[config.mk]
export PLATFORM = sky130hd
export DESIGN_NAME = iot_channel
export DESIGN_NICKNAME = d
export VERILOG_FILES = /design/src/hw/iot_pkg.sv /design/src/hw/iot_channel.sv
export SDC_FILE = /design/constraint.sdc
export NUM_CORES = 1
export LEC_CHECK = 0
export ABC_AREA = 1
export BUFFER_PORTS_ARGS = -buffer_cell sky130_fd_sc_hd__buf_4
export CAP_MARGIN = 0
export CELL_PAD_IN_SITES_DETAIL_PLACEMENT = 0
export CELL_PAD_IN_SITES_GLOBAL_PLACEMENT = 1
export CORE_ASPECT_RATIO = 0.6
export CORE_MARGIN = 2
export CORE_UTILIZATION = 25
export CTS_CLUSTER_SIZE = 10
export DETAILED_ROUTE_END_ITERATION = 8
export MAX_ROUTING_LAYER = met4
export PLACE_DENSITY_LB_ADDON = 0.1
export SLEW_MARGIN = 0
export SYNTH_ARGS = -nofsm -noshare
export SYNTH_HDL_FRONTEND = slang
export SYNTH_SLANG_ARGS = --single-unit
export TNS_END_PERCENT = 30
[constraint.sdc]
create_clock -name clk -period 1.9 [get_ports clk]
set_input_delay 0.38 -clock clk [delete_from_list [all_inputs] [get_ports clk]]
set_output_delay 0.38 -clock clk [all_outputs]
set_load 0.02 [all_outputs]
[src/hw/iot_pkg.sv]
// Package of constants for the io timer channel block
package iot_pkg;
    // Register byte offsets
    localparam logic [7:0] OFF_CTRL    = 8'h00;
    localparam logic [7:0] OFF_CNT     = 8'h04;
    localparam logic [7:0] OFF_RELOAD0 = 8'h08;
    localparam logic [7:0] OFF_RELOAD1 = 8'h0c;
    localparam logic [7:0] OFF_MEASURE = 8'h10;
    localparam logic [7:0] OFF_STATUS  = 8'h14;
    localparam logic [7:0] OFF_COUNT_EN = 8'h18;
    // Control field positions
    localparam int CTRL_MODE_LSB = 0;
    localparam int CTRL_EXT_LSB  = 4;
    localparam int CTRL_EEN_BIT  = 7;
    localparam int CTRL_CKS_LSB  = 8;
    // Status bit positions
    localparam int ST_UNDER_BIT = 0;
    localparam int ST_CAPT_BIT  = 1;
    localparam int ST_RUN_BIT   = 2;
    localparam int ST_OUT_BIT   = 3;
    // Reset values and constants
    localparam logic [15:0] CNT_FULL   = 16'hffff;
    localparam logic [15:0] CNT_RESET  = 16'h0000;
    localparam logic [11:0] CTRL_RESET = 12'h000;
    localparam logic [1:0]  RESP_OKAY  = 2'b00;
    localparam logic [1:0]  RESP_SLVERR = 2'b10;
    // Operating modes
    typedef enum logic [2:0] {
        MODE_SINGLE  = 3'b000,
        MODE_DELAYED = 3'b001,
        MODE_CONT    = 3'b010,
        MODE_PWM     = 3'b011,
        MODE_MCLEAR  = 3'b100,
        MODE_MFREE   = 3'b101,
        MODE_NOISE   = 3'b110,
        MODE_NOISE2  = 3'b111
    } iot_mode_type;
    // External enable detection
    typedef enum logic [2:0] {
        EXT_RISE = 3'b000,
        EXT_FALL = 3'b001,
        EXT_BOTH = 3'b010,
        EXT_HIGH = 3'b011,
        EXT_LOW  = 3'b100
    } iot_ext_type;
endpackage : iot_pkg

[src/hw/iot_channel.sv]
// One io timer channel with AXI4-Lite register access
//
// Contract
// - 16-bit counter decrements once per enabled count clock.
// - Each channel has 16-bit reload and 16-bit measure registers.
// - Exactly one software-selected mode: three input, four output modes.
// - Start by software enable write or external edge/level trigger.
// - Measure modes: count down, copy counter to measure on capture.
// - Measure-clear: counter set to FFFF on capture, keeps counting.
// - Measure-free-run: capture leaves counting; underflow wraps to FFFF.
// - Measure modes flag underflow and capture events.
// - Noise mode: starts at valid level; underflow flags and stops.
// - Noise mode: invalid level halts; valid again reloads and resumes.
// - Noise mode: stops at underflow or software enable clear.
// - PWM: enable loads reload 0 and starts counting.
// - PWM: underflows reload alternately from reload 1 and reload 0.
// - PWM: output toggles at start and underflow; disable stops at once.
// - PWM: event flag only on every even-numbered underflow.
// - Single-shot: load reload 0, toggle at start and underflow, stop.
// - Delayed: start from preload, reload at first, stop at second underflow.
// - Delayed: toggle at both underflows, flag events at both.
// - Continuous: start from preload, reload 0 every underflow, until disabled.
// - Continuous: toggle at start and every underflow, flag each underflow.
// - Mode field: 000 single, 001 delayed, 010 cont, 011 PWM, 10x measure, 11x noise.
// - 2-bit field selects one of four count clock bus lines.
//
// Register access over AXI4-Lite and the placing of the registers were left to the implementer.
`timescale 1ns/1ps
module iot_channel (
    input  wire logic        clk,
    input  wire logic        nrst,
    input  wire logic [3:0]  clk_bus,
    input  wire logic        ext_in,
    input  wire logic        capture_in,
    output logic             pulse_out,
    output logic             event_out,
    input  wire logic [7:0]  s_axi_awaddr,
    input  wire logic        s_axi_awvalid,
    output logic             s_axi_awready,
    input  wire logic [31:0] s_axi_wdata,
    input  wire logic [3:0]  s_axi_wstrb,
    input  wire logic        s_axi_wvalid,
    output logic             s_axi_wready,
    output logic [1:0]       s_axi_bresp,
    output logic             s_axi_bvalid,
    input  wire logic        s_axi_bready,
    input  wire logic [7:0]  s_axi_araddr,
    input  wire logic        s_axi_arvalid,
    output logic             s_axi_arready,
    output logic [31:0]      s_axi_rdata,
    output logic [1:0]       s_axi_rresp,
    output logic             s_axi_rvalid,
    input  wire logic        s_axi_rready
);
    // Pin synchronisers; stage one feeds only stage two
    logic [3:0] bus_s1, bus_s2, bus_d;
    logic       ext_s1, ext_s2, ext_d;
    logic       cap_s1, cap_s2, cap_d;
    always_ff @(posedge clk or negedge nrst) begin
        if (!nrst) begin
            bus_s1 <= 4'h0; bus_s2 <= 4'h0; bus_d <= 4'h0;
            ext_s1 <= 1'b0; ext_s2 <= 1'b0; ext_d <= 1'b0;
            cap_s1 <= 1'b0; cap_s2 <= 1'b0; cap_d <= 1'b0;
        end else begin
            bus_s1 <= clk_bus; bus_s2 <= bus_s1; bus_d <= bus_s2;
            ext_s1 <= ext_in;  ext_s2 <= ext_s1; ext_d <= ext_s2;
            cap_s1 <= capture_in; cap_s2 <= cap_s1; cap_d <= cap_s2;
        end
    end

    // Registers
    logic [11:0] ctrl;
    logic [15:0] cnt, reload0, reload1, measure;
    logic        run, flag_under, flag_capt, pwm_phase, shot_second, noise_armed;

    iot_pkg::iot_mode_type mode;
    iot_pkg::iot_ext_type  ext_sel;
    logic [1:0] cks;
    logic       ext_en;
    assign mode    = iot_pkg::iot_mode_type'(ctrl[iot_pkg::CTRL_MODE_LSB +: 3]);
    assign ext_sel = iot_pkg::iot_ext_type'(ctrl[iot_pkg::CTRL_EXT_LSB +: 3]);
    assign ext_en  = ctrl[iot_pkg::CTRL_EEN_BIT];
    assign cks     = ctrl[iot_pkg::CTRL_CKS_LSB +: 2];

    // Mode classes
    wire is_measure = (mode == iot_pkg::MODE_MCLEAR) || (mode == iot_pkg::MODE_MFREE);
    wire is_noise   = mode[2] & mode[1];

    // Count tick: rising edge of selected bus line
    wire tick = bus_s2[cks] & ~bus_d[cks];

    // External trigger detection
    wire ext_rise = ext_s2 & ~ext_d;
    wire ext_fall = ~ext_s2 & ext_d;
    logic ext_trig;
    always_comb begin
        case (ext_sel)
            iot_pkg::EXT_RISE: ext_trig = ext_rise;
            iot_pkg::EXT_FALL: ext_trig = ext_fall;
            iot_pkg::EXT_BOTH: ext_trig = ext_rise | ext_fall;
            iot_pkg::EXT_HIGH: ext_trig = ext_s2;
            iot_pkg::EXT_LOW:  ext_trig = ~ext_s2;
            default:           ext_trig = 1'b0;
        endcase
    end
    // Noise mode valid level follows the level selection
    wire noise_valid = (ext_sel == iot_pkg::EXT_LOW) ? ~ext_s2 : ext_s2;
    wire capture     = cap_s2 & ~cap_d;

    // Bus write handshake: take address and data in either order
    wire         aw_held = ~s_axi_awready;
    wire         w_held  = ~s_axi_wready;
    logic [7:0]  aw_addr;
    logic [31:0] w_data;
    logic [3:0]  w_strb;
    wire         wr_fire = aw_held & w_held & ~s_axi_bvalid;
    wire         wr_ctrl = wr_fire && aw_addr == iot_pkg::OFF_CTRL;
    wire         wr_cnt  = wr_fire && aw_addr == iot_pkg::OFF_CNT;
    wire         wr_rl0  = wr_fire && aw_addr == iot_pkg::OFF_RELOAD0;
    wire         wr_rl1  = wr_fire && aw_addr == iot_pkg::OFF_RELOAD1;
    wire         wr_st   = wr_fire && aw_addr == iot_pkg::OFF_STATUS;
    wire         wr_en   = wr_fire && aw_addr == iot_pkg::OFF_COUNT_EN && w_strb[0];
    wire         wr_map  = wr_ctrl | wr_cnt | wr_rl0 | wr_rl1 | wr_st
                           | (wr_fire && aw_addr == iot_pkg::OFF_COUNT_EN);
    wire         sw_start = wr_en &  w_data[0];
    wire         sw_stop  = wr_en & ~w_data[0];

    // Merge byte lanes into a 16-bit value
    function automatic logic [15:0] iot_merge(input logic [15:0] old,
                                              input logic [31:0] d,
                                              input logic [3:0] s);
        iot_merge = {s[1] ? d[15:8] : old[15:8], s[0] ? d[7:0] : old[7:0]};
    endfunction : iot_merge
    // Control is 12 bits wide; merge at 16 and keep the low part
    wire [15:0] ctrl_wr = iot_merge({4'h0, ctrl}, w_data, w_strb);

    // Start conditions; disable write wins over an external trigger
    wire ext_start = ext_en & ext_trig & ~is_measure & ~is_noise & ~run;
    wire start     = (sw_start | ext_start) & ~sw_stop;
    wire under     = run & tick & (cnt == 16'h0000);

    // Counter next value and control per mode
    logic [15:0] next_cnt;
    logic        next_run, next_phase, next_second, next_armed, toggle, ev_under;
    always_comb begin
        next_cnt    = cnt;
        next_run    = run;
        next_phase  = pwm_phase;
        next_second = shot_second;
        next_armed  = noise_armed;
        toggle      = 1'b0;
        ev_under    = 1'b0;
        if (start) begin
            next_run    = 1'b1;
            next_phase  = 1'b0;
            next_second = 1'b0;
            next_armed  = 1'b0;
            case (mode)
                iot_pkg::MODE_PWM: begin
                    next_cnt = reload0;
                    toggle   = 1'b1;
                end
                iot_pkg::MODE_SINGLE: begin
                    next_cnt = reload0;
                    toggle   = 1'b1;
                end
                iot_pkg::MODE_CONT: toggle = 1'b1;
                iot_pkg::MODE_NOISE, iot_pkg::MODE_NOISE2: next_cnt = reload0;
                default: next_cnt = cnt;
            endcase
        end else if (sw_stop) begin
            next_run   = 1'b0;
            next_armed = 1'b0;
        end else if (run) begin
            case (mode)
                iot_pkg::MODE_MCLEAR, iot_pkg::MODE_MFREE: begin
                    if (capture && mode == iot_pkg::MODE_MCLEAR)
                        next_cnt = iot_pkg::CNT_FULL;
                    else if (tick)
                        next_cnt = cnt - 16'h0001;
                    ev_under = under;
                end
                iot_pkg::MODE_NOISE, iot_pkg::MODE_NOISE2: begin
                    if (!noise_valid) begin
                        next_armed = 1'b1;
                    end else if (noise_armed) begin
                        next_armed = 1'b0;
                        next_cnt   = reload0;
                    end else if (under) begin
                        next_run = 1'b0;
                        ev_under = 1'b1;
                    end else if (tick) begin
                        next_cnt = cnt - 16'h0001;
                    end
                end
                iot_pkg::MODE_PWM: begin
                    if (under) begin
                        next_cnt   = pwm_phase ? reload0 : reload1;
                        next_phase = ~pwm_phase;
                        toggle     = 1'b1;
                        ev_under   = pwm_phase;
                    end else if (tick) begin
                        next_cnt = cnt - 16'h0001;
                    end
                end
                iot_pkg::MODE_SINGLE: begin
                    if (under) begin
                        next_run = 1'b0;
                        toggle   = 1'b1;
                        ev_under = 1'b1;
                    end else if (tick) begin
                        next_cnt = cnt - 16'h0001;
                    end
                end
                iot_pkg::MODE_DELAYED: begin
                    if (under) begin
                        next_cnt    = reload0;
                        next_second = 1'b1;
                        next_run    = ~shot_second;
                        toggle      = 1'b1;
                        ev_under    = 1'b1;
                    end else if (tick) begin
                        next_cnt = cnt - 16'h0001;
                    end
                end
                iot_pkg::MODE_CONT: begin
                    if (under) begin
                        next_cnt = reload0;
                        toggle   = 1'b1;
                        ev_under = 1'b1;
                    end else if (tick) begin
                        next_cnt = cnt - 16'h0001;
                    end
                end
                default: next_cnt = cnt;
            endcase
        end else if (is_noise && ext_en) begin
            // Restart needs the level to go invalid first, so a held level fires once
            if (!noise_valid) begin
                next_armed = 1'b1;
            end else if (noise_armed) begin
                next_armed = 1'b0;
                next_run   = 1'b1;
                next_cnt   = reload0;
            end
        end
        // Software counter write overrides when stopped
        if (wr_cnt && !run)
            next_cnt = iot_merge(cnt, w_data, w_strb);
    end

    wire ev_capt = run & is_measure & capture;

    // Channel state
    always_ff @(posedge clk or negedge nrst) begin
        if (!nrst) begin
            cnt         <= iot_pkg::CNT_RESET;
            run         <= 1'b0;
            pwm_phase   <= 1'b0;
            shot_second <= 1'b0;
            noise_armed <= 1'b0;
            pulse_out   <= 1'b0;
        end else begin
            cnt         <= next_cnt;
            run         <= next_run;
            pwm_phase   <= next_phase;
            shot_second <= next_second;
            noise_armed <= next_armed;
            pulse_out   <= pulse_out ^ toggle;
        end
    end

    // Configuration, measure and sticky flags; set wins over clear
    always_ff @(posedge clk or negedge nrst) begin
        if (!nrst) begin
            ctrl       <= iot_pkg::CTRL_RESET;
            reload0    <= iot_pkg::CNT_RESET;
            reload1    <= iot_pkg::CNT_RESET;
            measure    <= iot_pkg::CNT_RESET;
            flag_under <= 1'b0;
            flag_capt  <= 1'b0;
            event_out  <= 1'b0;
        end else begin
            if (wr_ctrl)
                ctrl <= ctrl_wr[11:0];
            if (wr_rl0)
                reload0 <= iot_merge(reload0, w_data, w_strb);
            if (wr_rl1)
                reload1 <= iot_merge(reload1, w_data, w_strb);
            if (ev_capt)
                measure <= cnt;
            flag_under <= ev_under | (flag_under & ~(wr_st & w_data[iot_pkg::ST_UNDER_BIT]));
            flag_capt  <= ev_capt | (flag_capt & ~(wr_st & w_data[iot_pkg::ST_CAPT_BIT]));
            event_out  <= ev_under | ev_capt;
        end
    end

    // Bus write channel
    always_ff @(posedge clk or negedge nrst) begin
        if (!nrst) begin
            s_axi_awready <= 1'b1; s_axi_wready <= 1'b1; aw_addr <= 8'h00;
            w_data  <= 32'h0000_0000; w_strb <= 4'h0;
            s_axi_bvalid <= 1'b0; s_axi_bresp <= iot_pkg::RESP_OKAY;
        end else begin
            if (s_axi_awvalid && s_axi_awready) begin
                s_axi_awready <= 1'b0;
                aw_addr <= s_axi_awaddr;
            end
            if (s_axi_wvalid && s_axi_wready) begin
                s_axi_wready <= 1'b0;
                w_data <= s_axi_wdata;
                w_strb <= s_axi_wstrb;
            end
            if (wr_fire) begin
                s_axi_awready <= 1'b1;
                s_axi_wready  <= 1'b1;
                s_axi_bvalid <= 1'b1;
                s_axi_bresp  <= wr_map ? iot_pkg::RESP_OKAY : iot_pkg::RESP_SLVERR;
            end else if (s_axi_bready) begin
                s_axi_bvalid <= 1'b0;
            end
        end
    end

    // Read data select
    logic [31:0] rd_mux;
    logic        rd_hit;
    always_comb begin
        rd_hit = 1'b1;
        case (s_axi_araddr)
            iot_pkg::OFF_CTRL:     rd_mux = {20'h00000, ctrl};
            iot_pkg::OFF_CNT:      rd_mux = {16'h0000, cnt};
            iot_pkg::OFF_RELOAD0:  rd_mux = {16'h0000, reload0};
            iot_pkg::OFF_RELOAD1:  rd_mux = {16'h0000, reload1};
            iot_pkg::OFF_MEASURE:  rd_mux = {16'h0000, measure};
            iot_pkg::OFF_STATUS:   rd_mux = {28'h0000000, pulse_out, run, flag_capt, flag_under};
            iot_pkg::OFF_COUNT_EN: rd_mux = {31'h00000000, run};
            default: begin
                rd_mux = 32'h0000_0000;
                rd_hit = 1'b0;
            end
        endcase
    end

    // Bus read channel, one cycle answer
    always_ff @(posedge clk or negedge nrst) begin
        if (!nrst) begin
            s_axi_rvalid <= 1'b0;
            s_axi_arready <= 1'b1;
            s_axi_rdata  <= 32'h0000_0000;
            s_axi_rresp  <= iot_pkg::RESP_OKAY;
        end else if (s_axi_arvalid && s_axi_arready) begin
            s_axi_rvalid <= 1'b1;
            s_axi_arready <= 1'b0;
            s_axi_rdata  <= rd_mux;
            s_axi_rresp  <= rd_hit ? iot_pkg::RESP_OKAY : iot_pkg::RESP_SLVERR;
        end else if (s_axi_rready) begin
            s_axi_rvalid  <= 1'b0;
            s_axi_arready <= 1'b1;
        end
    end

    // Assertions
    property p_reload_single;
        @(posedge clk) disable iff (!nrst)
        (start && mode == iot_pkg::MODE_SINGLE) |=> (cnt == $past(reload0) && run);
    endproperty
    a_reload_single: assert property (p_reload_single) else $error("single load bad");

    property p_pwm_start;
        @(posedge clk) disable iff (!nrst)
        (start && mode == iot_pkg::MODE_PWM) |=> (cnt == $past(reload0) && pulse_out != $past(pulse_out));
    endproperty
    a_pwm_start: assert property (p_pwm_start) else $error("pwm start bad");

    property p_pwm_alt;
        @(posedge clk) disable iff (!nrst)
        (under && mode == iot_pkg::MODE_PWM && !pwm_phase && !start && !sw_stop)
            |=> (cnt == $past(reload1) && flag_under == $past(flag_under));
    endproperty
    a_pwm_alt: assert property (p_pwm_alt) else $error("pwm alternate bad");

    property p_stop;
        @(posedge clk) disable iff (!nrst)
        (sw_stop && !sw_start) |=> !run;
    endproperty
    a_stop: assert property (p_stop) else $error("stop failed");

    property p_clear_capture;
        @(posedge clk) disable iff (!nrst)
        (run && mode == iot_pkg::MODE_MCLEAR && capture && !start && !sw_stop)
            |=> (cnt == iot_pkg::CNT_FULL && measure == $past(cnt) && flag_capt);
    endproperty
    a_clear_capture: assert property (p_clear_capture) else $error("clear capture bad");

    property p_free_wrap;
        @(posedge clk) disable iff (!nrst)
        (under && mode == iot_pkg::MODE_MFREE && !start && !sw_stop)
            |=> (cnt == iot_pkg::CNT_FULL && run && flag_under);
    endproperty
    a_free_wrap: assert property (p_free_wrap) else $error("free wrap bad");

    property p_single_end;
        @(posedge clk) disable iff (!nrst)
        (under && mode == iot_pkg::MODE_SINGLE && !start && !sw_stop)
            |=> (!run && event_out && pulse_out != $past(pulse_out));
    endproperty
    a_single_end: assert property (p_single_end) else $error("single end bad");

    property p_cont;
        @(posedge clk) disable iff (!nrst)
        (under && mode == iot_pkg::MODE_CONT && !start && !sw_stop)
            |=> (cnt == $past(reload0) && run && event_out && pulse_out != $past(pulse_out));
    endproperty
    a_cont: assert property (p_cont) else $error("continuous bad");

    cover property (@(posedge clk) disable iff (!nrst) under && mode == iot_pkg::MODE_PWM);
    cover property (@(posedge clk) disable iff (!nrst) ev_capt);
    cover property (@(posedge clk) disable iff (!nrst) under && is_noise);
endmodule : iot_channel

[Word level (Yosys, flattened, before mapping)]
Cells that the tools add are included.
Storage, ports and cells
  register bits: 169
  input port bits: 65
  word-level logic and storage cells: 247
Cells by class
  add/subtract/negate cells: 1
  $lt $le $gt $ge: 1
  eq/ne operators: 29
  mux-type cells: 79
  bitwise operators: 49
  reduce and logical (&&, ||, !) cells: 51
Operator list (count)
  $mux W16: 16
  $pmux W16 S7: 1
  $pmux W16 S5: 1
  $mux W1: 52
  $eq A8 B5 Y1 const B: 5
  $eq A8 B4 Y1 const B: 4
  $and A1 B1 Y1: 22
  $eq A8 B3 Y1 const B: 2
  $logic_not A16 Y1: 1
  $logic_not A8 Y1: 2
  $mux W8: 2
  $not A1 Y1: 16
  $reduce_bool A2 Y1: 8
  $reduce_bool A4 Y1: 4
  $sub A16 B1 Y16 const B: 1
  $eq A3 B3 Y1 const B: 5
  $reduce_and A2 Y1: 7
  $reduce_and A7 Y1: 2
  $logic_and A1 B1 Y1: 13
  $eq A3 B2 Y1 const B: 4
  $or A1 B1 Y1: 10
  $reduce_and A4 Y1: 2
  $reduce_or A4 Y1: 2
  $reduce_or A7 Y1: 1
  19 further kinds: 27

[Depth between registers and ports, before layout]
Gate-level depths: netlist (run 1).
  depth in word-level cells: 14
  depth in mapped cells: 17
  mapped depth without buffers: 17

[Worst setup path before layout (run 1)]
OpenSTA, ideal clock, no wires.
  kind: reg-to-reg
  start: register cnt[0]
  end: register cnt[12]
  arrival time: 1.867 ns
  data required time: 1.784 ns
  setup slack: -0.084 ns
  cell stages (with the launch flop): 16
  path through: dfrtp_1 inv_1 ha_1 nand3_2 nor2_1 nand2_1 nor2_2 buf_2 nand2_1 and2_1 nand2_1 nand3_1 nand2_1 nand2_1 nand2_1 nand2_1
Between the ends
  longest elaborated chain between the ends: 10
  elaborated cells on any way between the ends: 15
Ends and longest elaborated chain
  start, declared: RTL line iot_channel.sv:73  | logic [15:0] cnt, reload0, reload1, measure;
  start signal, assigned: RTL line iot_channel.sv:257  | cnt <= iot_pkg::CNT_RESET;
  start signal, assigned: RTL line iot_channel.sv:264  | cnt <= next_cnt;
  $sub A16 B1 Y16 / $logic_not A16 Y1 (equally long branches)
  $mux W16 / $and A1 B1 Y1 (equally long branches)
  $mux W16: RTL line iot_channel.sv:207  | if (under) begin
  $mux W16: RTL line iot_channel.sv:186  | end else if (noise_armed) begin
  $mux W16: RTL line iot_channel.sv:184  | if (!noise_valid) begin
  $pmux W16 S5 *: RTL line iot_channel.sv:175  | case (mode)
  $mux W16 *: RTL line iot_channel.sv:174  | end else if (run) begin
  $mux W16 *: RTL line iot_channel.sv:171  | end else if (sw_stop) begin
  $mux W16 *: RTL line iot_channel.sv:153  | if (start) begin
  $mux W16 *: RTL line iot_channel.sv:248  | if (wr_cnt && !run)
Mark *: on every way between the ends. The rest lies on a longest branch, timed or not. The select of a mux whose other input is x is not followed.
A chain may end at the register's enable or synchronous reset.

[Worst setup path after layout (run 1)]
  start: register cnt[1]
  end: register cnt[8]
Same word-level chain as after synthesis.

==> out/results.ini, run 1 <==
[sta]
max_freq_mhz = 474
grt_setup_unrepaired = true
fin_crit_sh_pct = 111
period_minus_slack_ps = 2110
timing.final.max_slew_violations = 0
finalSetupViolations = 19
final.setup.tns_ps = -3040
timing.final.hold_violations = 0
final_critical_path_setup_slack_ps = -212
clock_skew_ps = 17.5

[synthesis]
synth_enable_flop_cells = 0
synth_cell_types = 41
syn_inst = 1268
yosys_warnings = 0
seq_area_frac_synth_pct = 42.7
synthArstFlopShare_pct = 100
syn-mean-instance-area_um2 = 6.99
synth-seq-cells = 151
post_synthesis_cell_area_mm2 = 0.00886
yosys_most_used_dff = sky130_fd_sc_hd__dfrtp_1

[worst_setup_path]
setup.worst_path.end_class = flop
required_ps = 2240
worst-r2r-setup-slack_ps = -210
reg2reg_to = cnt[8]
timing.rr.start = cnt[1]
reg2reg_depth = 17
critical_path.max_fanout = 7
timing.critical_path.arrival_ps = 2450
worstSetupStartpointType = flop
path_class = flop to flop

[floorplanning]
ioPinCount = 108
die-width_um = 247
core-area_mm2 = 0.0349
area_enclosed_by_the_die_boundary_mm2 = 0.0370
dieHeight_um = 150
floorplan.rows = 53
effective_utilization_at_floorplan_pct = 25.3

[hold_path]
worst_hold_path.endpoint = bus_s1[2]
hp-class = primary input to flop
min_delay_path_depth = 1
hold_path_startpoint = clk_bus[2]

[grt]
track_usage_pct = 21.1
grt_pass1_vias = 8182
antenna_found_initial = 5
gr-total-overflow = 0
pin_count_of_the_biggest_net_entering_global_routing = 43
grt_first_pass_wirelength_mm = 54.4

[outcome]
result_of_the_run = complete, but fails checks
failed_checks = negative setup slack

[placement]
placement.io_buffers = 71
dp.final_hpwl_mm = 28.2
dpl_cell_area_mm2 = 0.0111
placer_congestion_estimate = 0.872

[cts]
worstSkewPairLatency_ps = 450
clkSlewWorstSetupHoldPaths_ps = 70
cts.htree.levels = 4
cts.root.buffer_cell = sky130_fd_sc_hd__clkbuf_16
clock_path_buffers = 2
cts_num_sinks = 151
tritoncts = yes
cts_made_buffers = 17

[finish]
final_nets = 1554
final.fill_count = 3725
final_cell_area_mm2 = 0.0123
syn_to_final_growth_pct = 39.1
final_layout_size_suffix_gt1_share_pct = 25.7

[drt]
detailedRoute.firstPassIterationCount = 5
drt.antenna.violating_nets = 0
count_of_vias_placed_by_the_detailed_router = 9065
avgRoutedWirePerCell_um = 18.8
via_per_inst = 4.62
routed_wirelength_mm = 36.8
drt_iter0_markers = 859
drc = 0

[power]
vdd_ir_drop_max_mv = 0.691
pwr_density_cell_mw_per_mm2 = 1040
power.static_leakage_nw = 6.11

[job]
maxCapViolations = 0

==> worst max path at each step <==
stage	start	to	slack, ps	cells past startpoint
global route	cnt[1]	cnt[8]	-340	17
floorplan	ext_s2	cnt[0]	3	17
detailed placement	ext_s2	cnt[6]	-350	16
finish	cnt[1]	cnt[8]	-210	17
CTS	cnt[0]	cnt[0]	-180	17
global placement	ext_s2	cnt[11]	-400	16
==> sequential cells by signal, summed over array words and instances, names as in the netlist, 8 cells and up <==
register	count
cnt	16
measure	16
reload0	16
reload1	16
s_axi_rdata	16
w_data	16
ctrl	12
aw_addr	8
==> logic make-up (layout without fill, tap and decap cells) <==
family                     after synthesis  in the layout  share of synthesized area (%)
muxes                                    4              4                          0.508
and+or+nand+nor                        677            679                           31.6
xor gates and xnor gates                 6              6                          0.593
adders and majority gates                9              9                           1.27
buffers and inverters                  198            404                           9.53
other                                    1             19                         0.0423
AOI/OAI and AO/OA                      222            222                           13.7
DFF                                    151            151                           42.7
==> critical path, stage by stage (launching register included) <==
cell                        delay, ps
sky130_fd_sc_hd__dfrtp_1          390
sky130_fd_sc_hd__inv_2             80
sky130_fd_sc_hd__ha_4             150
sky130_fd_sc_hd__nand3_4          100
sky130_fd_sc_hd__nor2_4           100
sky130_fd_sc_hd__nand2_2           70
sky130_fd_sc_hd__nor2_4           180
sky130_fd_sc_hd__buf_6            150
sky130_fd_sc_hd__clkbuf_16        140
sky130_fd_sc_hd__nand3_1           60
sky130_fd_sc_hd__nand2_1           60
sky130_fd_sc_hd__nand3_1           70
sky130_fd_sc_hd__nand2_1           80
sky130_fd_sc_hd__nand3_2           70
sky130_fd_sc_hd__nand2_2          120
sky130_fd_sc_hd__nand2_1           70
sky130_fd_sc_hd__nand2_1           50
sky130_fd_sc_hd__nand2_1           50
==> placed cells by master (no fill, tap or decap), types with 5 or more instances in the layout <==
| cell type | n |
|---|---|
| sky130_fd_sc_hd__a211oi_1 | 8 |
| sky130_fd_sc_hd__a21oi_1 | 62 |
| sky130_fd_sc_hd__a21oi_2 | 5 |
| sky130_fd_sc_hd__buf_12 | 24 |
| sky130_fd_sc_hd__buf_4 | 212 |
| sky130_fd_sc_hd__clkbuf_16 | 19 |
| sky130_fd_sc_hd__conb_1 | 18 |
| sky130_fd_sc_hd__dfrtp_1 | 148 |
| sky130_fd_sc_hd__ha_1 | 8 |
| sky130_fd_sc_hd__inv_1 | 117 |
| sky130_fd_sc_hd__inv_2 | 7 |
| sky130_fd_sc_hd__nand2_1 | 379 |
| sky130_fd_sc_hd__nand2_2 | 28 |
| sky130_fd_sc_hd__nand2_4 | 6 |
| sky130_fd_sc_hd__nand3_1 | 99 |
| sky130_fd_sc_hd__nand3_2 | 15 |
| sky130_fd_sc_hd__nand4_1 | 8 |
| sky130_fd_sc_hd__nor2_1 | 103 |
| sky130_fd_sc_hd__nor2_2 | 10 |
| sky130_fd_sc_hd__nor2_4 | 10 |
| sky130_fd_sc_hd__o21ai_0 | 109 |
| sky130_fd_sc_hd__o21ai_1 | 10 |
| sky130_fd_sc_hd__o221ai_1 | 9 |
| sky130_fd_sc_hd__o22ai_1 | 5 |
| sky130_fd_sc_hd__xor2_1 | 6 |
==> where the power goes <==
group          total, mW  switching [mW]  internal, mW
combinational       5.06            3.09          1.97
sequential          4.32           0.586          3.74
clock               3.43            1.59          1.84
total               12.8            5.27          7.55
==> repair_timing <==
| action | CTS | global route |
|---|---|---|
| setup endpoints to repair | 25 | 52 |
| gates cloned | 2 | 3 |
| hold endpoints to repair | 26 | 0 |
| pin swaps | 5 | 31 |
| hold buffers | 1 | 0 |
| setup buffers | 6 | 7 |
| gates resized for setup | 43 | 67 |
==> per-stage QoR <==
step	setup WS, ps	hold slack, ps	util [%]	power [mW]	instances
after floorplan	2.62	84.4	-	6.43	1285
after global placement	-404	316	31.9	8.62	1909
after detailed placement	-350	312	31.9	8.63	1909
after CTS	-183	4.20	34.1	12.4	1950
after global routing	-343	0.784	35.3	13.6	1960
final	-212	32.3	35.3	12.8	1961
==> Yosys cell counts, types with 8 or more instances <==
cell type	number	share of area (%)
sky130_fd_sc_hd__nand2_1	408	17
sky130_fd_sc_hd__dfrtp_1	148	42
sky130_fd_sc_hd__inv_1	122	5.2
sky130_fd_sc_hd__nor2_1	120	5.1
sky130_fd_sc_hd__o21ai_0	116	6.6
sky130_fd_sc_hd__nand3_1	115	6.5
sky130_fd_sc_hd__a21oi_1	67	3.8
sky130_fd_sc_hd__clkbuf_1	28	1.2
sky130_fd_sc_hd__buf_2	21	1.2
sky130_fd_sc_hd__buf_4	20	1.7
sky130_fd_sc_hd__ha_1	9	1.3
sky130_fd_sc_hd__o221ai_1	9	0.89
sky130_fd_sc_hd__a211oi_1	8	0.68
sky130_fd_sc_hd__nand4_1	8	0.56
==> cell type report <==
type,instances,area [um2],area share (%)
Antenna cell,1,2.50,0.0203
Clock buffer,19,433,3.51
Clock inverter,13,138,1.12
Inverter,128,488,3.96
Multi-Input combinational cell,938,4700,38.2
Sequential cell,151,3780,30.7
Tap cell,467,584,4.74
Timing Repair Buffer,244,2190,17.8
==> per-layer routing <==
metal	GRT usage [%]	routed length [um]
met1	37.2	22000
met2	22.3	12000
met3	4.36	2580
met4	3.07	177
met5	-	0
Power figures use the tool's default switching activity.
==> inputs of run 2 (changes only) <==
--- a/config.mk
+++ b/config.mk
@@ -10,13 +10,13 @@
 export CAP_MARGIN = 0
 export CELL_PAD_IN_SITES_DETAIL_PLACEMENT = 0
 export CELL_PAD_IN_SITES_GLOBAL_PLACEMENT = 1
-export CORE_ASPECT_RATIO = 0.6
 export CORE_MARGIN = 2
 export CORE_UTILIZATION = 25
 export CTS_CLUSTER_SIZE = 10
 export DETAILED_ROUTE_END_ITERATION = 8
 export MAX_ROUTING_LAYER = met4
 export PLACE_DENSITY_LB_ADDON = 0.1
+export REMOVE_ABC_BUFFERS = 1
 export SLEW_MARGIN = 0
 export SYNTH_ARGS = -nofsm -noshare
 export SYNTH_HDL_FRONTEND = slang
==> run 2 against run 1 <==
Against the previous run:
- the flow still finishes with violations (negative setup slack)
- routed wire length fell by 6.0%
- via count fell by 2.0%
- register-to-register slack improved by 90 ps
- largest cell class unchanged
- critical path type unchanged
- setup slack better by 93 ps
- flip-flop and latch count unchanged
- combinational power shrank 6.1%
- sequential power fell by 3%
- critical endpoint is now cnt[12]
==> out/results.ini, run 2 (synthesis results as in run 1) <==
[power]
vdd_ir_drop_max_mv = 0.601
total_power_mw = 12.6
pwr_density_cell_mw_per_mm2 = 1020
power.static_leakage_nw = 6.12

[placement]
dpl_cell_area_mm2 = 0.0111
dp.final_hpwl_mm = 24.4
placer_congestion_estimate = 0.825
placement.io_buffers = 71

[drt]
drc = 0
count_of_vias_placed_by_the_detailed_router = 8886
via_per_inst = 4.58
routed_wirelength_mm = 34.6
drt.antenna.violating_nets = 0
drt_iter0_markers = 528
avgRoutedWirePerCell_um = 17.8
detailedRoute.firstPassIterationCount = 5

[floorplanning]
core-area_mm2 = 0.0347
area_enclosed_by_the_die_boundary_mm2 = 0.0370
effective_utilization_at_floorplan_pct = 25.5
ioPinCount = 108
floorplan.rows = 68
dieHeight_um = 192
die-width_um = 192

[sta]
slew_headroom_pct = 62.4
final.setup.tns_ps = -1480
fin_crit_sh_pct = 106
timing.final.max_slew_violations = 0
clock_skew_ps = 12.8
worst_pin_slew_ps = 560
finalSetupViolations = 18
final_critical_path_setup_slack_ps = -118
timing.final.hold_violations = 0
grt_setup_unrepaired = true
max_freq_mhz = 495
period_minus_slack_ps = 2020

[worst_setup_path]
setup.worst_path.end_class = flop
worstSetupStartpointType = flop
path_class = flop to flop
critical_path.max_fanout = 5
required_ps = 2250
timing.critical_path.arrival_ps = 2370

[finish]
insertedDiodeCount = 0
layout.cells.most_common = sky130_fd_sc_hd__nand2_1
final-seq-area_mm2 = 0.00378
syn_to_final_growth_pct = 39.6
final_nets = 1548
final_cell_area_mm2 = 0.0124
post-route-util_pct = 35.6
final.fill_count = 3806
final_layout_size_suffix_gt1_share_pct = 26.2
footprint_of_the_multi_input_gates_mm2 = 0.00471
final_cell_mix = sky130_fd_sc_hd__nand2_1, sky130_fd_sc_hd__buf_4, sky130_fd_sc_hd__dfrtp_1, sky130_fd_sc_hd__inv_1, sky130_fd_sc_hd__o21ai_0

[grt]
grt_pass1_vias = 8759
grt_first_pass_wirelength_mm = 53.1
pin_count_of_the_biggest_net_entering_global_routing = 53
track_usage_pct = 20.0
gr-total-overflow = 0
antenna_found_initial = 0

[job]
maxCapViolations = 0

[cts]
cts.htree.levels = 4
cts_made_buffers = 17
clock_path_buffers = 2
cts_num_sinks = 151
cts.root.buffer_cell = sky130_fd_sc_hd__clkbuf_16
tritoncts = yes
clkSlewWorstSetupHoldPaths_ps = 70
worstSkewPairLatency_ps = 450

[hold_path]
hp-class = primary input to flop

[outcome]
failed_checks = negative setup slack
result_of_the_run = complete, but fails checks

[run 2: changes by cell type in the layout (fill, tap and decap cells not counted), sizes merged, moves of 2 or more]
cell      before  now
clkinv         6    8
clkinvlp       4    2
buf          241  237
nand2        416  414
bufinv         1    3
[run 2: what timing repair did]
item                       4_1_cts  5_1_grt
pin swaps                       20       30
cloned                           2        2
hold buffers                     1        0
hold endpoints to repair        11        0
gates resized for setup         57       76
setup buffers                    7        5
setup endpoints to repair       27       43
[run 2: stage by stage]
stage	hold slack, ps	setup slack (ps)	instances
after CTS	7.74	-133	1936
final	27.2	-118	1942
after detailed placement	233	-242	1894
after floorplan	84.4	-913	1215
after global routing	7.50	-272	1942
after global placement	231	-268	1894
[run 2: metal layers]
layer  GRT usage [%]  up-vias  part of all wire (%)
li1                -     4471                     -
met2            32.0      142                    46
met1            27.1     4256                    50
met4            4.70        0                   1.1
met5               -        -                     0
met3            2.38       17                   2.6
[run 2: path summary, 6_finish.rpt]
path                            start          end  slack [ps]  cells past startpoint
setup / recovery               cnt[0]      cnt[12]        -120                     16
hold / removal             capture_in       cap_s1          30                      1
setup reg to reg               cnt[0]      cnt[12]        -120                     16
hold reg to reg             bus_s1[0]    bus_s2[0]         350                      0
max in group asynchronous        nrst  measure[12]        1000                      3
min in group asynchronous        nrst   reload1[0]         330                      2
[run 2: power by group]
part	leakage [nW]	internal [mW]	total, mW	switching [mW]
registers	1.96	3.74	4.20	0.458
logic	3.86	1.99	4.75	2.76
clock network	0.297	2.11	3.67	1.56
[run 2: cell type report]
class,instances,share of cell area [%]
well taps,455,4.60
clock buffers,18,3.55
inverters,128,3.88
clock inverters,14,1.40
repair buffers,240,17.9
flip-flops and latches,151,30.6
multi-input cells,936,38.0
[run 2: critical path: stages, from the launching register on]
cell and delay (ps):
sky130_fd_sc_hd__dfrtp_1 390, sky130_fd_sc_hd__inv_2 80, sky130_fd_sc_hd__ha_4 150, sky130_fd_sc_hd__nand3_4 90, sky130_fd_sc_hd__nor2_4 90, sky130_fd_sc_hd__nand2_2 70, sky130_fd_sc_hd__nor2_4 170, sky130_fd_sc_hd__buf_6 160
sky130_fd_sc_hd__buf_12 140, sky130_fd_sc_hd__nand2_1 70, sky130_fd_sc_hd__and2_4 160, sky130_fd_sc_hd__nor2_2 100, sky130_fd_sc_hd__nor2_1 40, sky130_fd_sc_hd__nand2_1 60, sky130_fd_sc_hd__nand2_1 40, sky130_fd_sc_hd__nand2_1 50
sky130_fd_sc_hd__nand2_1 40
==> inputs of run 3 (changes only) <==
==> constraint.sdc (replaced) <==
create_clock -name clk -period 1.9 [get_ports clk]
set_input_delay 0.19 -clock clk [delete_from_list [all_inputs] [get_ports clk]]
set_output_delay 0.19 -clock clk [all_outputs]
set_load 0.02 [all_outputs]
==> run 3 against run 2 <==
Against the previous run:
- the run still ends with negative setup slack left
- utilization rose by 1.0 points
- count of clock-buffer cells in the layout is 1 higher
- sequential power barely moved
- global-route usage is 0.51 points higher
- maximum frequency shrank 3.9%
- combinational power up 6.1%
- non-clock buffer count rose by 25
- setup slack worse by 81 ps
- hold slack got worse by 13 ps
- largest power group unchanged
- cell count up 1.3%
==> out/results.ini, run 3 (synthesis results as in run 1) <==
[hold_path]
min_delay_path_depth = 3
worst_hold_path.endpoint = w_data[4]
hold_path_startpoint = s_axi_wdata[4]
hp-class = primary input to flop

[worst_setup_path]
worstSetupStartpointType = flop
critical_path.max_fanout = 7
worst-r2r-setup-slack_ps = -200
path_class = flop to flop
required_ps = 2230
reg2reg_to = cnt[14]
reg2reg_depth = 18
setup.worst_path.end_class = flop
path_cells = inv_2, ha_4, nand3_4, nor2_4, nand2_2, nor2_4, buf_6, nand2_8, nand2_8, buf_12, buf_12, nand3_1, nand2_1, nand3_1, nand2_1, nand2_1, nand2_1, nand2_1
timing.rr.start = cnt[0]
path_common_cell = sky130_fd_sc_hd__nand2_1
cp_slowest_stage_delay_ps = 400
timing.critical_path.arrival_ps = 2430
critical-path-slowest-cell = sky130_fd_sc_hd__dfrtp_1

[finish]
final_layout_size_suffix_gt1_share_pct = 25.0
insertedDiodeCount = 0
final_cell_mix = sky130_fd_sc_hd__nand2_1, sky130_fd_sc_hd__buf_4, sky130_fd_sc_hd__dfrtp_1, sky130_fd_sc_hd__inv_1, sky130_fd_sc_hd__o21ai_0
footprint_of_the_multi_input_gates_mm2 = 0.00478
layout.cells.most_common = sky130_fd_sc_hd__nand2_1
syn_to_final_growth_pct = 43.7
final.fill_count = 3706
final_cell_area_mm2 = 0.0127
final_nets = 1574
final-seq-area_mm2 = 0.00378

[grt]
antenna_found_initial = 0
gr-total-overflow = 0
grt_first_pass_wirelength_mm = 54.5
met3_usage_pct = 3.98
grt_pass1_vias = 8886
grt_most_used_layer = met2
track_usage_pct = 20.5
pin_count_of_the_biggest_net_entering_global_routing = 54
met1_track_demand_over_resource_in_global_routing_pct = 27.6
grt_met2_usage_pct = 32.0

[floorplanning]
die-width_um = 192
effective_utilization_at_floorplan_pct = 25.5
core-area_mm2 = 0.0347
area_enclosed_by_the_die_boundary_mm2 = 0.0370
floorplan.rows = 68
dieHeight_um = 192
ioPinCount = 108

[cts]
worstSkewPairLatency_ps = 450
cts.htree.levels = 4
clkSlewWorstSetupHoldPaths_ps = 70
cts_made_buffers = 17
tritoncts = yes
clock_path_buffers = 2
cts.root.buffer_cell = sky130_fd_sc_hd__clkbuf_16
cts_num_sinks = 151

[drt]
via_per_inst = 4.61
avgRoutedWirePerCell_um = 18.0
routed_wirelength_mm = 35.4
drt.antenna.violating_nets = 0
drc = 0
detailedRoute.firstPassIterationCount = 5
drt_iter0_markers = 670
count_of_vias_placed_by_the_detailed_router = 9070

[sta]
clock_skew_ps = 17.0
fin_crit_sh_pct = 111
timing.final.hold_violations = 0
timing.final.max_slew_violations = 0
final_critical_path_setup_slack_ps = -200
max_freq_mhz = 476
grt_setup_unrepaired = true
period_minus_slack_ps = 2100
finalSetupViolations = 20

[power]
power.static_leakage_nw = 6.21
pwr_density_cell_mw_per_mm2 = 1020
vdd_ir_drop_max_mv = 0.664

[job]
maxCapViolations = 0

[placement]
placer_congestion_estimate = 0.819
dp_worst_setup_slack_ps = -328
placement.io_buffers = 71
dp.final_hpwl_mm = 24.1
dpl_cell_area_mm2 = 0.0110

[outcome]
result_of_the_run = complete, but fails checks
failed_checks = negative setup slack

==> run 3: changes by cell type in the layout (fill, tap and decap cells not counted), moves of 3 or more <==
| cell | before | now |
|---|---|---|
| sky130_fd_sc_hd__a21oi_1 | 56 | 64 |
| sky130_fd_sc_hd__a21oi_2 | 11 | 3 |
| sky130_fd_sc_hd__buf_4 | 200 | 192 |
| sky130_fd_sc_hd__buf_6 | 10 | 13 |
| sky130_fd_sc_hd__dlygate4sd3_1 | 1 | 32 |
| sky130_fd_sc_hd__nand2_4 | 8 | 4 |
| sky130_fd_sc_hd__nand2_8 | 0 | 4 |
| sky130_fd_sc_hd__nand3_1 | 98 | 92 |
| sky130_fd_sc_hd__nand3_2 | 16 | 21 |
| sky130_fd_sc_hd__nor2_2 | 14 | 10 |
| sky130_fd_sc_hd__nor2_4 | 9 | 15 |
| sky130_fd_sc_hd__o21ai_2 | 5 | 2 |
==> run 3: critical path: cells and delay by family (launching register included) <==
| kind | cells | cell delay [ps] |
|---|---|---|
| AND/OR/NAND/NOR | 13 | 980 |
| adder cells (fa/ha/maj) | 1 | 160 |
| flip-flops | 1 | 400 |
| buffers and inverters | 4 | 440 |
==> run 3: layout make-up <==
type,instances,share of cell area (%)
Clock buffer,19,3.56
Clock inverter,13,1.32
Inverter,128,3.78
Multi-Input combinational cell,937,37.5
Sequential cell,151,29.7
Tap cell,455,4.47
Timing Repair Buffer,265,19.6
==> run 3: metrics by stage <==
stage | hold WS (ps) | util, % | instances | total power [mW] | setup TNS, ps
detailed placement | 102 | 31.6 | 1880 | 8.42 | -4380
global route | 19.1 | 36.7 | 1968 | 13.8 | -5960
global placement | 106 | 31.6 | 1880 | 8.43 | -3730
CTS | 1.45 | 35.7 | 1963 | 12.9 | -2250
floorplan | -106 | - | 1215 | 6.25 | -17590
finish | 13.7 | 36.7 | 1968 | 12.9 | -2670
==> run 3: power by group <==
group	leakage (nW)	switching, mW	total (mW)	internal (mW)
combinational	3.95	2.93	5.04	2.12
clock	0.300	1.54	3.69	2.15
sequential	1.96	0.462	4.20	3.74
==> run 3: what timing repair did <==
| item | CTS | global route |
|---|---|---|
| cloned | 5 | 1 |
| hold buffers | 32 | 0 |
| buffers inserted | 14 | 6 |
| endpoints found under the hold margin | 102 | 0 |
| gates resized for setup | 60 | 76 |
| pin swaps | 26 | 36 |
| setup endpoints to repair | 33 | 68 |
==> run 3: how the worst max path moves through the flow <==
stage          startpoint       to  slack, ps  depth (start not counted)
2_1_floorplan      cnt[0]  cnt[14]       -910                         15
3_3_place_gp      ctrl[1]   cnt[1]       -330                         10
3_5_place_dp       ext_s2   cnt[1]       -330                         15
4_1_cts            cnt[1]  cnt[14]       -150                         18
5_1_grt            cnt[0]  cnt[12]       -360                         18
6_report           cnt[0]  cnt[14]       -200                         18
==> run 3: per-layer routing <==
metal	vias up	part of all wire (%)
met5	-	0
met4	0	1.2
met1	4331	49
li1	4532	-
met3	22	4.5
met2	185	46
